[config.mk]
export PLATFORM = sky130hd
export DESIGN_NAME = ftsr_regs
export DESIGN_NICKNAME = d
export VERILOG_FILES = /design/src/core/ftsr_pkg.sv /design/src/core/ftsr_regs.sv
export SDC_FILE = /design/constraint.sdc
export NUM_CORES = 1
export LEC_CHECK = 0
export BUFFER_PORTS_ARGS = -buffer_cell sky130_fd_sc_hd__buf_2
export CAP_MARGIN = 20
export CELL_PAD_IN_SITES_DETAIL_PLACEMENT = 1
export CELL_PAD_IN_SITES_GLOBAL_PLACEMENT = 1
export CORE_ASPECT_RATIO = 1.75
export CORE_UTILIZATION = 45
export DETAILED_ROUTE_END_ITERATION = 7
export GPL_ROUTABILITY_DRIVEN = 1
export GPL_TIMING_DRIVEN = 0
export PLACE_DENSITY_LB_ADDON = 0.3
export SLEW_MARGIN = 20
export SYNTH_ARGS = -nofsm -noshare
export SYNTH_HDL_FRONTEND = slang
export SYNTH_SLANG_ARGS = --single-unit
[constraint.sdc]
create_clock -name clock -period 5.9 [get_ports clock]
set_clock_uncertainty 0.05 [all_clocks]
set_input_delay 0.295 -clock clock [delete_from_list [all_inputs] [get_ports clock]]
set_output_delay 0.295 -clock clock [all_outputs]
set_load 0.1 [all_outputs]
[src/core/ftsr_pkg.sv]
package ftsr_pkg;

  // ==========================================================================
  // Register addresses (holding register numbers on the register port)
  localparam logic [15:0] ADDR_TEST_MODE_READBACK = 16'h9C51;
  localparam logic [15:0] ADDR_TEST_CONC_READBACK = 16'h9C52;
  localparam logic [15:0] ADDR_TEST_MODE_CONTROL  = 16'h9C70;
  localparam logic [15:0] ADDR_TEST_CONC_SETTING  = 16'h9C71;
  localparam logic [15:0] ADDR_DEVICE_STATUS_WORD = 16'h9E44;

  // ==========================================================================
  // Field positions in the status word
  localparam int BIT_SENSOR_FAULT = 10;
  localparam int BIT_HEATER_BREAK = 11;
  localparam int BIT_LOW_FLOW_2   = 12;
  localparam int BIT_LOW_FLOW_1   = 13;
  localparam int BIT_TEST_MODE    = 2;

  // ==========================================================================
  // Codes, limits and reset values
  localparam logic [15:0] TEST_MODE_ON     = 16'h0001;
  localparam logic [15:0] TEST_MODE_OFF    = 16'h0000;
  localparam logic [15:0] CONC_MIN         = 16'h0001;
  localparam logic [15:0] CONC_MAX         = 16'h0064;
  localparam logic [6:0]  CONC_RESET       = 7'h64;
  localparam logic [15:0] UNMAPPED_READ    = 16'h0000;

  // ==========================================================================
  // Timing
  localparam longint CLOCK_HZ          = 20000000;
  localparam longint TEST_TIMEOUT_MIN  = 10;
  localparam longint TEST_TIMEOUT_CYC  = TEST_TIMEOUT_MIN * 64'd60 * CLOCK_HZ;

  // ==========================================================================
  // Carriers
  typedef struct packed {
    logic        low_flow_1;
    logic        low_flow_2;
    logic        heater_break;
    logic        sensor_fault;
  } ftsr_fault_t;

  typedef struct packed {
    logic        wr;
    logic        rd;
    logic [15:0] addr;
    logic [15:0] wdata;
  } ftsr_req_t;

endpackage

[src/core/ftsr_regs.sv]
`timescale 1ns/1ps
// Function
// - The status word at 40516 carries status byte one high and status byte two low.
// - Trouble flags follow their fault condition and clear by themselves, no acknowledge.
// - Trouble flags live in bits 2 to 5 of the upper byte, 1 meaning fault.
// - Upper bit 5 shows the mild low-flow level.
// - Upper bit 4 shows the severe low-flow level that also raises the low-flow alarm.
// - Upper bit 3 shows a broken heated decomposition element wire when one is fitted.
// - Upper bit 2 shows a very low sensor zero level or a broken combustible sensor wire.
// - A write of 0x0001 to 40048 enters test mode and 0x0000 leaves it.
// - A write to 40049 sets the test concentration, 1 to 100 percent.
// - Test mode ends by itself ten minutes after it was entered, from any source.
// - Each press of the local test button toggles test mode.
// - Lower bit 2 of the status word reads 1 while test mode is on.
// - 40017 reads back test mode state and 40018 the test concentration.
// - The gas alarm contact outputs are driven active while test mode is on.
module ftsr_regs #(
  parameter longint TIMEOUT_CYC = ftsr_pkg::TEST_TIMEOUT_CYC
) (
  input  wire logic                 clock,
  input  wire logic                 sys_rst,
  input  wire ftsr_pkg::ftsr_req_t  req,
  output logic [15:0]               rdata,
  output logic                      rvalid,
  input  wire ftsr_pkg::ftsr_fault_t fault_pin,
  input  wire logic                 heater_fitted,
  input  wire logic                 test_button,
  output logic                      test_mode,
  output logic [6:0]                test_conc,
  output logic                      alarm_contact_1,
  output logic                      alarm_contact_2,
  output logic                      low_flow_alarm
);

  // Timer is 40 bits wide: ten minutes at 20 MHz does not fit in 32
  if (TIMEOUT_CYC < 1 || TIMEOUT_CYC > 64'h000000FFFFFFFFFF) begin : g_bad_timeout
    $error("TIMEOUT_CYC out of range");
  end

  // ==========================================================================
  // State
  typedef struct packed {
    ftsr_pkg::ftsr_fault_t f_s1;
    ftsr_pkg::ftsr_fault_t f_s2;
    logic                  btn_s1;
    logic                  btn_s2;
    logic                  btn_prev;
    logic                  fit_s1;
    logic                  fit_s2;
    logic                  test;
    logic [39:0]           tmr;
    logic [6:0]            conc;
    logic [15:0]           rdata;
    logic                  rvalid;
  } ftsr_state_t;

  ftsr_state_t st_r;
  ftsr_state_t st_nxt;
  logic [15:0] status_word;

  // Status word built straight from synchronised levels: no latching, so
  // each flag drops on its own as soon as the fault goes away.
  always_comb begin
    status_word = 16'h0000;
    status_word[ftsr_pkg::BIT_LOW_FLOW_1]   = st_r.f_s2.low_flow_1;
    status_word[ftsr_pkg::BIT_LOW_FLOW_2]   = st_r.f_s2.low_flow_2;
    status_word[ftsr_pkg::BIT_HEATER_BREAK] = st_r.f_s2.heater_break & st_r.fit_s2;
    status_word[ftsr_pkg::BIT_SENSOR_FAULT] = st_r.f_s2.sensor_fault;
    status_word[ftsr_pkg::BIT_TEST_MODE]    = st_r.test;
  end

  // ==========================================================================
  // Next state
  always_comb begin
    st_nxt        = st_r;
    st_nxt.f_s1   = fault_pin;
    st_nxt.f_s2   = st_r.f_s1;
    st_nxt.btn_s1 = test_button;
    st_nxt.btn_s2 = st_r.btn_s1;
    st_nxt.btn_prev = st_r.btn_s2;
    st_nxt.fit_s1 = heater_fitted;
    st_nxt.fit_s2 = st_r.fit_s1;
    st_nxt.rvalid = 1'b0;

    // Timeout runs only while on; any entry restarts it from zero
    if (st_r.test) begin
      st_nxt.tmr = st_r.tmr + 40'h0000000001;
    end
    if (st_r.test && st_r.tmr >= 40'(TIMEOUT_CYC - 1)) begin
      st_nxt.test = 1'b0;
    end

    // Button press wins over a master write in the same cycle
    if (req.wr && req.addr == ftsr_pkg::ADDR_TEST_MODE_CONTROL) begin
      if (req.wdata == ftsr_pkg::TEST_MODE_ON) begin
        if (!st_r.test) begin
          st_nxt.tmr = 40'h0000000000;
        end
        st_nxt.test = 1'b1;
      end else if (req.wdata == ftsr_pkg::TEST_MODE_OFF) begin
        st_nxt.test = 1'b0;
      end
      // Other codes leave the mode untouched
    end
    if (st_r.btn_s2 && !st_r.btn_prev) begin
      st_nxt.test = !st_r.test;
      st_nxt.tmr  = 40'h0000000000;
    end

    if (req.wr && req.addr == ftsr_pkg::ADDR_TEST_CONC_SETTING &&
        req.wdata >= ftsr_pkg::CONC_MIN && req.wdata <= ftsr_pkg::CONC_MAX) begin
      st_nxt.conc = req.wdata[6:0];
    end

    if (req.rd) begin
      st_nxt.rvalid = 1'b1;
      case (req.addr)
        ftsr_pkg::ADDR_DEVICE_STATUS_WORD: st_nxt.rdata = status_word;
        ftsr_pkg::ADDR_TEST_MODE_READBACK: st_nxt.rdata = {15'h0000, st_r.test};
        ftsr_pkg::ADDR_TEST_CONC_READBACK: st_nxt.rdata = {9'h000, st_r.conc};
        default:                           st_nxt.rdata = ftsr_pkg::UNMAPPED_READ;
      endcase
    end
  end

  always_ff @(posedge clock or posedge sys_rst) begin
    if (sys_rst) begin
      st_r      <= '0;
      st_r.conc <= ftsr_pkg::CONC_RESET;
    end else begin
      st_r <= st_nxt;
    end
  end

  // ==========================================================================
  // Outputs
  assign rdata           = st_r.rdata;
  assign rvalid          = st_r.rvalid;
  assign test_mode       = st_r.test;
  assign test_conc       = st_r.conc;
  // Contacts driven active during test; the master must clear interlocks first
  assign alarm_contact_1 = st_r.test;
  assign alarm_contact_2 = st_r.test;
  assign low_flow_alarm  = st_r.f_s2.low_flow_2;

endmodule

After elaboration in Yosys (flattened, before gate mapping)
Index checks and enable logic that the tools add are counted.
{ "totals": {"register_bits": 76, "out_inout_bits": 28, "elab_cells": 48} }
{ "classes": {"addsub": 1, "magnitude_cmp": 3, "n_eq_ne": 6, "muxes": 10, "n_bitwise": 1, "reduce_logical": 9} }
{ "ops": {"columns": ["operator", "count"], "rows": [
  ["$mux W40", 3],
  ["$mux W41", 2],
  ["$eq A16 B16 Y1 const B", 5],
  ["$pmux W14 S3", 1],
  ["$add A40 B1 Y40 const B", 1],
  ["$ge A40 B34 Y1 const B", 1],
  ["$eq A16 B1 Y1 const B", 1],
  ["$ge A16 B1 Y1 const B", 1],
  ["$le A16 B7 Y1 const B", 1],
  ["$logic_not A16 Y1", 1],
  ["$logic_and A1 B1 Y1", 6],
  ["$mux W1", 4],
  ["$logic_not A1 Y1", 2],
  ["$and A1 B1 Y1", 1]
]} }

Depth between registers and ports, before layout
Gate-level depths: netlist of run 1.
{ "logic_depth": {"depth_word": 7, "depth_mapped": 7, "ltp_nobuf": 6} }

Least setup slack after synthesis of run 1
No wires, ideal clock.
{ "synth_path": {"path_type": "flip-flop to flip-flop", "startpoint": "register st_r (netlist bit alarm_contact_1)", "endpoint": "register st_r[60] (netlist name)", "setup_time_ps": 77, "t_arrival_ps": 2550, "required_time_ps": 5773, "slack_ps": 3222, "path_stages_with_launch": 8, "path_cell_list": "dfrtp_1 buf_2 nand4_1 nor2_1 nand4_1 clkbuf_1 or3_1 a21oi_1"} }
{ "synth_rtl": {"columns": ["item", "line_no", "source"], "rows": [
  ["from (decl)", "ftsr_regs.sv:57", "ftsr_state_t st_r;"],
  ["from (signal assigned)", "ftsr_regs.sv:131", "st_r <= st_nxt;"]
]} }

==> impl_results.md, run 1 <==
- Num CTS Buffers: 9
- Starting Density: 46.3%
- Setup ws final: 3290 ps
- Placer Congestion: 0.784
- Vias in the first global route: 3,339
- Initial DRT Pass Iterations: 4
- Largest net degree at the start of global routing: 52
- # rows: 43
- Syn Area/Cell: 9.98 um^2
- F_max: 384 MHz
- Total power: 1210 uW
- Share of layout cells above drive strength 1: 29.8%
- WHS Path Cells: 1
- Overflow after GRT: 0
- Most frequent CP cell: nand4_1
- Initial DRC count: 115
- Status: complete, no violations
- Final cycle utilization of the critical path: 44.2%
- N_diodes: 0
- I/O Buffers: 64
- Global-route usage over all layers: 24.3%
- Seq pwr share: 44.0%
- Slowest-stage cell, CP: nor2_1
- Critical Path Fanout Max: 10
- WL per Instance: 17.9 um
- Die Ht: 121 um
- Detail Placement HPWL: 6680 um
- Final Critical Period: 2610 ps
- Critical-path cell list: ha_1 -> nand4_1 -> nor2_1 -> nand4_1 -> clkbuf_1 -> or3_1 -> a21oi_1
- Share of total power in the clock network: 43.9%
- R2R Setup Slk: 3290 ps
- DRT Wirelength: 9670 um
- RSZ-0062 raised after global routing: no
- Clk buf depth: 2
- Worst slack, placed: 3330 ps
- Top Ports: 70
- Max stage delay on crit path: 550 ps
- Reg area: 1830 um^2
- CP startpoint kind: register
- Core ar.: 7860 um^2
- Count of final hold-check violations: 0
- Post-synth EDFFs: 0
- PD cells: 275 nW/um^2
- CP arrival: 2820 ps
- DRT antenna net count: 0
- Crit. End Element: register
- Register-to-Register Path Depth: 7
- Multi-input gate area: 1510 um^2
- Mapped Area: 3630 um^2
- WP data required: 6110 ps
- Worst slew pin tran: 669 ps
- Post-synth cell types: 50
- Routed vias: 3,018
- Ys flop type: dfrtp_1
- Drt drc: 0
- Max Cap Viol: 0
- Worst-path clk slew: 70 ps
- Fillers: 910
- Drt via density: 5.59
- Final net count: 489
- Clk sinks: 73
- Layout area overhead: 21.2%
- Reg-to-reg critical path startpoint: st_r[24]$_DFF_PP0_
- Slew Viols, Final: 0
- Final setup violation count: 0
- H-tree depth: 3
- Warnings from Yosys: 0
- Worst-skew pair later-pin latency: 340 ps
- TNS Setup: 0 ps
- Seq/Total Area, Yosys: 50.4%
- Synth async-reset ratio: 100%
- Crit Path Class: register to register
- Pint: 852 uW
- Syn Inst Count: 364
- Min-delay src: fault_pin[1]
- RR Endpoint: st_r[58]$_DFF_PP0_
- Die ar.: 8450 um^2
- Root buffer cell: clkbuf_16
- First-pass GRT wire length: 15,900 um
- Worst IR Drop VDD: 0.000147 V
- Worst Hold End: st_nxt[71]$_DFF_PP0_
- Worst hold path type: input port to register
- Die W: 69.9 um
- Flops & latches, synth: 73
- Comb pwr share: 12.1%
- Slew HR: 54.8%
- NetSw: 358 uW
- LEAKAGE: 0.00203 uW
- Net Sw Frac: 29.6%
- Initial antenna violation count: 0
- TritonCTS clock tree: yes
[placed cells by master, fill, tap and decap left out, types with 3 or more instances in the layout]
cell,count
nand2_1,31
buf_2,69
and4_1,3
clkbuf_1,4
nor4_1,4
nor2_1,36
o22ai_1,9
clkbuf_16,9
a21oi_1,15
nor3_1,9
dfrtp_1,70
or4_1,4
and3_1,3
conb_1,5
dfstp_2,3
xor2_1,18
inv_6,5
nand4_1,14
buf_4,26
o31ai_1,3
o21ai_0,12
or3_1,11
nor4b_1,3
xnor2_1,8
mux2_2,8
inv_1,16
nand3_1,16
[what timing repair did]
action,CTS,global route
buffers inserted,0,0
endpoints found under the hold margin,22,0
resized for setup,0,0
hold buffers,1,0
[critical path, delay by kind of cell (launching register included)]
family / cells / cell delay [ps]
adder cells (fa/ha/maj): 1 / 250
AND/OR/NAND/NOR: 4 / 1340
flip-flops: 1 / 440
AO/OA/AOI/OAI: 1 / 170
buffers and inverters: 1 / 270
[routing by layer]
metal | global-route usage (%) | vias up | wire (um)
met2 | 47.7 | 66 | 5710
met1 | 24.2 | 1516 | 3400
met5 | 0 | - | 0
met4 | 11.9 | 0 | 301
li1 | - | 1413 | -
met3 | 3.49 | 23 | 257
[metrics by stage]
| stage | cells | hold WS [ps] | cell area, um^2 | utilization [%] |
|---|---|---|---|---|
| after floorplan | 368 | 276 | 3650 | - |
| after global placement | 522 | 282 | 4080 | 52.0 |
| after detailed placement | 523 | 239 | 4110 | 52.3 |
| after CTS | 540 | 4.44 | 4410 | 56.1 |
| after global routing | 540 | 5.48 | 4410 | 56.1 |
| final | 540 | 8.30 | 4410 | 56.1 |
[worst max path at each step]
stage | slack (ps) | startpoint | endpoint
finish | 3290 | st_r[24]$_DFF_PP0_ | st_r[58]$_DFF_PP0_
global route | 3090 | alarm_contact_1$_DFF_PP0_ | st_r[59]$_DFF_PP0_
CTS | 3270 | alarm_contact_1$_DFF_PP0_ | st_r[63]$_DFF_PP0_
detailed placement | 3330 | alarm_contact_1$_DFF_PP0_ | st_r[60]$_DFF_PP0_
global placement | 2850 | sys_rst | st_r[55]$_DFF_PP0_
floorplan | 3220 | alarm_contact_1$_DFF_PP0_ | st_r[60]$_DFF_PP0_
[layout make-up]
cell class | count | share of cell area [%]
Buffer | 36 | 5.59
Clock buffer | 9 | 5.11
Clock inverter | 7 | 1.33
Inverter | 17 | 1.51
Multi-Input combinational cell | 242 | 34.2
Sequential cell | 73 | 41.6
Tap cell | 90 | 2.56
Timing Repair Buffer | 66 | 8.12
[Yosys cell counts (2+ instances only)]
cell type | number | area share [%]
a21oi_1 | 15 | 2.1
mux2i_1 | 2 | 0.55
xnor2_1 | 8 | 1.9
or3_1 | 11 | 1.9
o21ai_0 | 12 | 1.7
buf_4 | 26 | 5.4
dfstp_2 | 3 | 2.2
nor4_1 | 4 | 0.69
and3_1 | 3 | 0.52
o21ai_1 | 2 | 0.28
nor2_1 | 36 | 3.7
or2_2 | 2 | 0.34
xor2_1 | 18 | 4.3
nor4b_1 | 3 | 0.72
nand4b_1 | 2 | 0.48
nand4_1 | 14 | 2.4
ha_1 | 2 | 0.69
inv_1 | 17 | 1.8
o31ai_1 | 3 | 0.62
mux2_2 | 8 | 2.5
nand3_1 | 16 | 2.2
o22ai_1 | 9 | 1.5
nor3_1 | 9 | 1.2
nand2b_1 | 2 | 0.34
dfrtp_1 | 70 | 48
clkbuf_1 | 4 | 0.41
nand2_1 | 31 | 3.2
buf_2 | 5 | 0.69
and4_1 | 3 | 0.72
or4_1 | 4 | 0.83
[registers in the layout, summed over array words and instances, names as in the netlist]
register         count
st_r                45
rdata               11
test_conc            7
alarm_contact_1      1
st_nxt               7
low_flow_alarm       1
rvalid               1
[kinds of logic (layout without fill, tap and decap cells)]
| logic type | Yosys count | in the layout | share of synthesized area, % |
|---|---|---|---|
| flops | 73 | 73 | 50.4 |
| simple gates | 151 | 151 | 22.5 |
| buf+inv | 53 | 135 | 8.54 |
| xor+xnor | 26 | 26 | 6.27 |
| mux | 11 | 11 | 3.34 |
| fa+ha+maj | 2 | 2 | 0.689 |
| other cells | 1 | 5 | 0.103 |
| compound gates | 47 | 47 | 8.23 |
[power by group through the flow]
stage	Sequential [uW]	Clock (uW)	Combinational, uW
global placement	538	0	136
finish	532	531	147
global route	532	556	157
detailed placement	540	0	144
CTS	532	535	148
floorplan	550	0	88.8
Note: power is estimated with default switching activity, not from simulation.
==> inputs of run 2 (changes only) <==
--- a/config.mk
+++ b/config.mk
@@ -5,12 +5,13 @@
 export SDC_FILE = /design/constraint.sdc
 export NUM_CORES = 1
 export LEC_CHECK = 0
+export ABC_AREA = 1
 export BUFFER_PORTS_ARGS = -buffer_cell sky130_fd_sc_hd__buf_2
 export CAP_MARGIN = 20
 export CELL_PAD_IN_SITES_DETAIL_PLACEMENT = 1
 export CELL_PAD_IN_SITES_GLOBAL_PLACEMENT = 1
 export CORE_ASPECT_RATIO = 1.75
-export CORE_UTILIZATION = 45
+export CORE_UTILIZATION = 37
 export DETAILED_ROUTE_END_ITERATION = 7
 export GPL_ROUTABILITY_DRIVEN = 1
 export GPL_TIMING_DRIVEN = 0
==> constraint.sdc (replaced) <==
create_clock -name clock -period 2.2 [get_ports clock]
set_clock_uncertainty 0.05 [all_clocks]
set_input_delay 0.11 -clock clock [delete_from_list [all_inputs] [get_ports clock]]
set_output_delay 0.11 -clock clock [all_outputs]
set_load 0.1 [all_outputs]
==> impl_results.md, run 2 <==
- Warnings from Yosys: 0 (unchanged)
- Critical-path cell list: nand2_1 -> inv_1 -> nand2_1 -> nor3_1 -> nand2_1 -> o21bai_1 -> nand2_1 -> nor2_1
- I/O Buffers: 64 (unchanged)
- Post-synth cell types: 31 (-38%)
- F_max: 524 MHz (+37%)
- Final cycle utilization of the critical path: 86.7% (+43 points)
- Die Ht: 143 um (+18%)
- Post-CTS Hold Fix Bufs: 12 (+11)
- Crit. End Element: register
- Area contributors post-synth: dfrtp_1 42%, nand2_1 13%, nor2_1 8.9%
- DRT Wirelength: 11,800 um (+22%)
- DP Area: 4730 um^2 (+15%)
- Reg area: 1830 um^2 (about the same)
- Core ar.: 11,100 um^2 (+41%)
- Placer Congestion: 0.879 (+12%)
- Top reg by flops: st_r
- Initial DRT Pass Iterations: 4 (unchanged)
- CP startpoint kind: register
- Post-CTS sizing: 0 (unchanged)
- Worst hold path type: input port to register
- Worst slew pin tran: 806 ps (+137 ps)
- Top Ports: 70 (unchanged)
- Routed vias: 3,964 (+31%)
- Most frequent CP cell: nand2_1
- # rows: 51 (+19%)
- Starting Density: 37.8% (-8.4 points)
- Post-synth EDFFs: 0 (unchanged)
- Syn Area/Cell: 7.48 um^2 (-25%)
- Share of layout cells above drive strength 1: 21.0% (-8.8 points)
- PD cells: 657 nW/um^2 (+140%)
- RSZ-0062 raised after global routing: no
- Count of final hold-check violations: 0 (unchanged)
- Fin util: 46.2% (-9.8 points)
- Final net count: 697 (+43%)
- Initial DRC count: 108 (-6.1%)
- Max stage delay on crit path: 460 ps (-90 ps)
- Max reg flops: 45 (unchanged)
- Ys flop type: dfrtp_1
- First-pass GRT wire length: 19,600 um (+23%)
- Die ar.: 11,800 um^2 (+40%)
- Mapped Area: 4200 um^2 (+16%)
- Flops & latches, synth: 73 (unchanged)
- Final setup violation count: 0 (unchanged)
- DRT antenna net count: 0 (unchanged)
- Total power: 3370 uW (+180%)
- Fillers: 1,408 (+55%)
- Slowest-stage cell, CP: nor3_1
- Detail Placement HPWL: 9340 um (+40%)
- Vias in the first global route: 4,328 (+30%)
- Drt via density: 5.02 (-10%)
- Worst-path clk slew: 70 ps (about the same)
- Worst-skew pair later-pin latency: 340 ps (about the same)
- Post-CTS Setup Bufs: 0 (unchanged)
- TNS Setup: 0 ps (unchanged)
- Max Cap Viol: 0 (unchanged)
- Final Cell Area: 5130 um^2 (+17%)
- Most numerous cell in the Yosys netlist: nand2_1
- Worst IR Drop VDD: 0.000440 V (+200%)
- Seq/Total Area, Yosys: 43.6% (-6.8 points)
- Slew HR: 45.7% (-9.1 points)
- Overflow after GRT: 0 (unchanged)
- Die W: 82.5 um (+18%)
- Min Hold Slack: 4.03 ps (-4.27 ps)
- Crit Path Class: register to register
- Drt drc: 0 (unchanged)
- Largest net degree at the start of global routing: 47 (-9.6%)
- Status: complete, no violations
- Clk buf depth: 2 (unchanged)
- LEAKAGE: 0.00251 uW (+24%)
- CP Buf/Inv Count: 1 (unchanged)
- Num CTS Buffers: 9 (unchanged)
- Root buffer cell: clkbuf_16
- Post-synth top cells: 142 x nand2_1, 100 x nor2_1, 70 x dfrtp_1, 60 x inv_1, 31 x nand3_1
- Clk sinks: 73 (unchanged)
- Slew Viols, Final: 0 (unchanged)
- H-tree depth: 3 (unchanged)
- Multi-input gate area: 1900 um^2 (+26%)
- Critical Path Fanout Max: 4 (-6)
- Initial antenna violation count: 0 (unchanged)
- CP arrival: 2130 ps (-690 ps)
- Commonest non-fill, non-tap cell in the layout: nand2_1
- Synth async-reset ratio: 100% (unchanged)
- Global-route usage over all layers: 22.3% (-2.0 points)
- Syn Inst Count: 561 (+54%)
- N_diodes: 0 (unchanged)
- Most frequent cells in the layout: 142 x nand2_1, 100 x nor2_1, 69 x dfrtp_1
- Layout area overhead: 22.3%
- Area fraction of the dominant cell type after synthesis: 41.7% (-6.5 points)
- Final Critical Period: 1910 ps (-699 ps)
- Cell taking the most area after synthesis: dfrtp_1
- WP data required: 2420 ps (-3690 ps)
- WL per Instance: 14.9 um (-17%)
- Crit path max-delay family: simple AND/OR/NAND/NOR gates
- TritonCTS clock tree: yes
run 2: changes by cell type after synthesis, sizes merged, moves of 11 or more:
cell	previous run	this run
or3	12	0
inv	17	62
nor3	10	21
nor2	36	112
nand2	31	145
nand3	16	36
run 2: kinds of logic after synthesis:
logic type	count (synthesis)	share of synthesized area, %
compound gates	21	2.68
xor+xnor	25	5.22
fa+ha+maj	2	0.596
buf+inv	95	11.4
flops	73	43.6
other cells	1	0.0893
simple gates	344	36.4
run 2: per-layer routing:
| layer | routed length (um) | up-vias | track usage, % |
|---|---|---|---|
| met5 | 0 | - | 0 |
| met3 | 286 | 29 | 3.58 |
| met2 | 6970 | 70 | 44.7 |
| met4 | 420 | 0 | 10.7 |
| met1 | 4090 | 1940 | 20.4 |
| li1 | - | 1925 | - |
run 2: stage by stage:
stage | setup slack [ps] | cells
detailed placement | 344 | 762
global placement | -968 | 761
global route | 184 | 790
finish | 293 | 790
floorplan | 28.8 | 565
CTS | 320 | 790
run 2: path summary, 6_finish.rpt:
| check | slack, ps | start | endpoint | cells past startpoint |
|---|---|---|---|---|
| hold / removal | 4 | req[0] | test_conc[0]$_DFFE_PP0P_ | 3 |
| min in group asynchronous | 260 | sys_rst | st_r[48]$_DFF_PP0_ | 3 |
| setup / recovery | 290 | st_r[34]$_DFF_PP0_ | st_r[55]$_DFF_PP0_ | 8 |
| setup reg to reg | 290 | st_r[34]$_DFF_PP0_ | st_r[55]$_DFF_PP0_ | 8 |
| max in group asynchronous | 1230 | sys_rst | test_conc[2]$_DFFE_PP1P_ | 4 |
| hold reg to reg | 300 | st_nxt[68]$_DFF_PP0_ | st_nxt[67]$_DFF_PP0_ | 0 |
run 2: cell type report:
| class | instances | share of cell area (%) |
|---|---|---|
| buffer | 32 | 4.70 |
| clock buffer | 9 | 4.39 |
| clock inverter | 7 | 1.15 |
| inverter | 63 | 4.66 |
| multi-input combinational | 397 | 37.1 |
| sequential | 73 | 35.7 |
| tap | 132 | 3.22 |
| timing repair buffer | 77 | 9.12 |
run 2: tightest hold or removal path, cell delays in order:
cell	delay, ps
buf_2	110
nand4_1	80
nand2_1	50
run 2: where the power goes:
| group | internal (uW) | leakage (uW) | switching [uW] |
|---|---|---|---|
| clock network | 782 | 0.000133 | 639 |
| registers | 1400 | 0.000966 | 60.8 |
| logic | 153 | 0.00141 | 336 |
| total | 2340 | 0.00251 | 1040 |
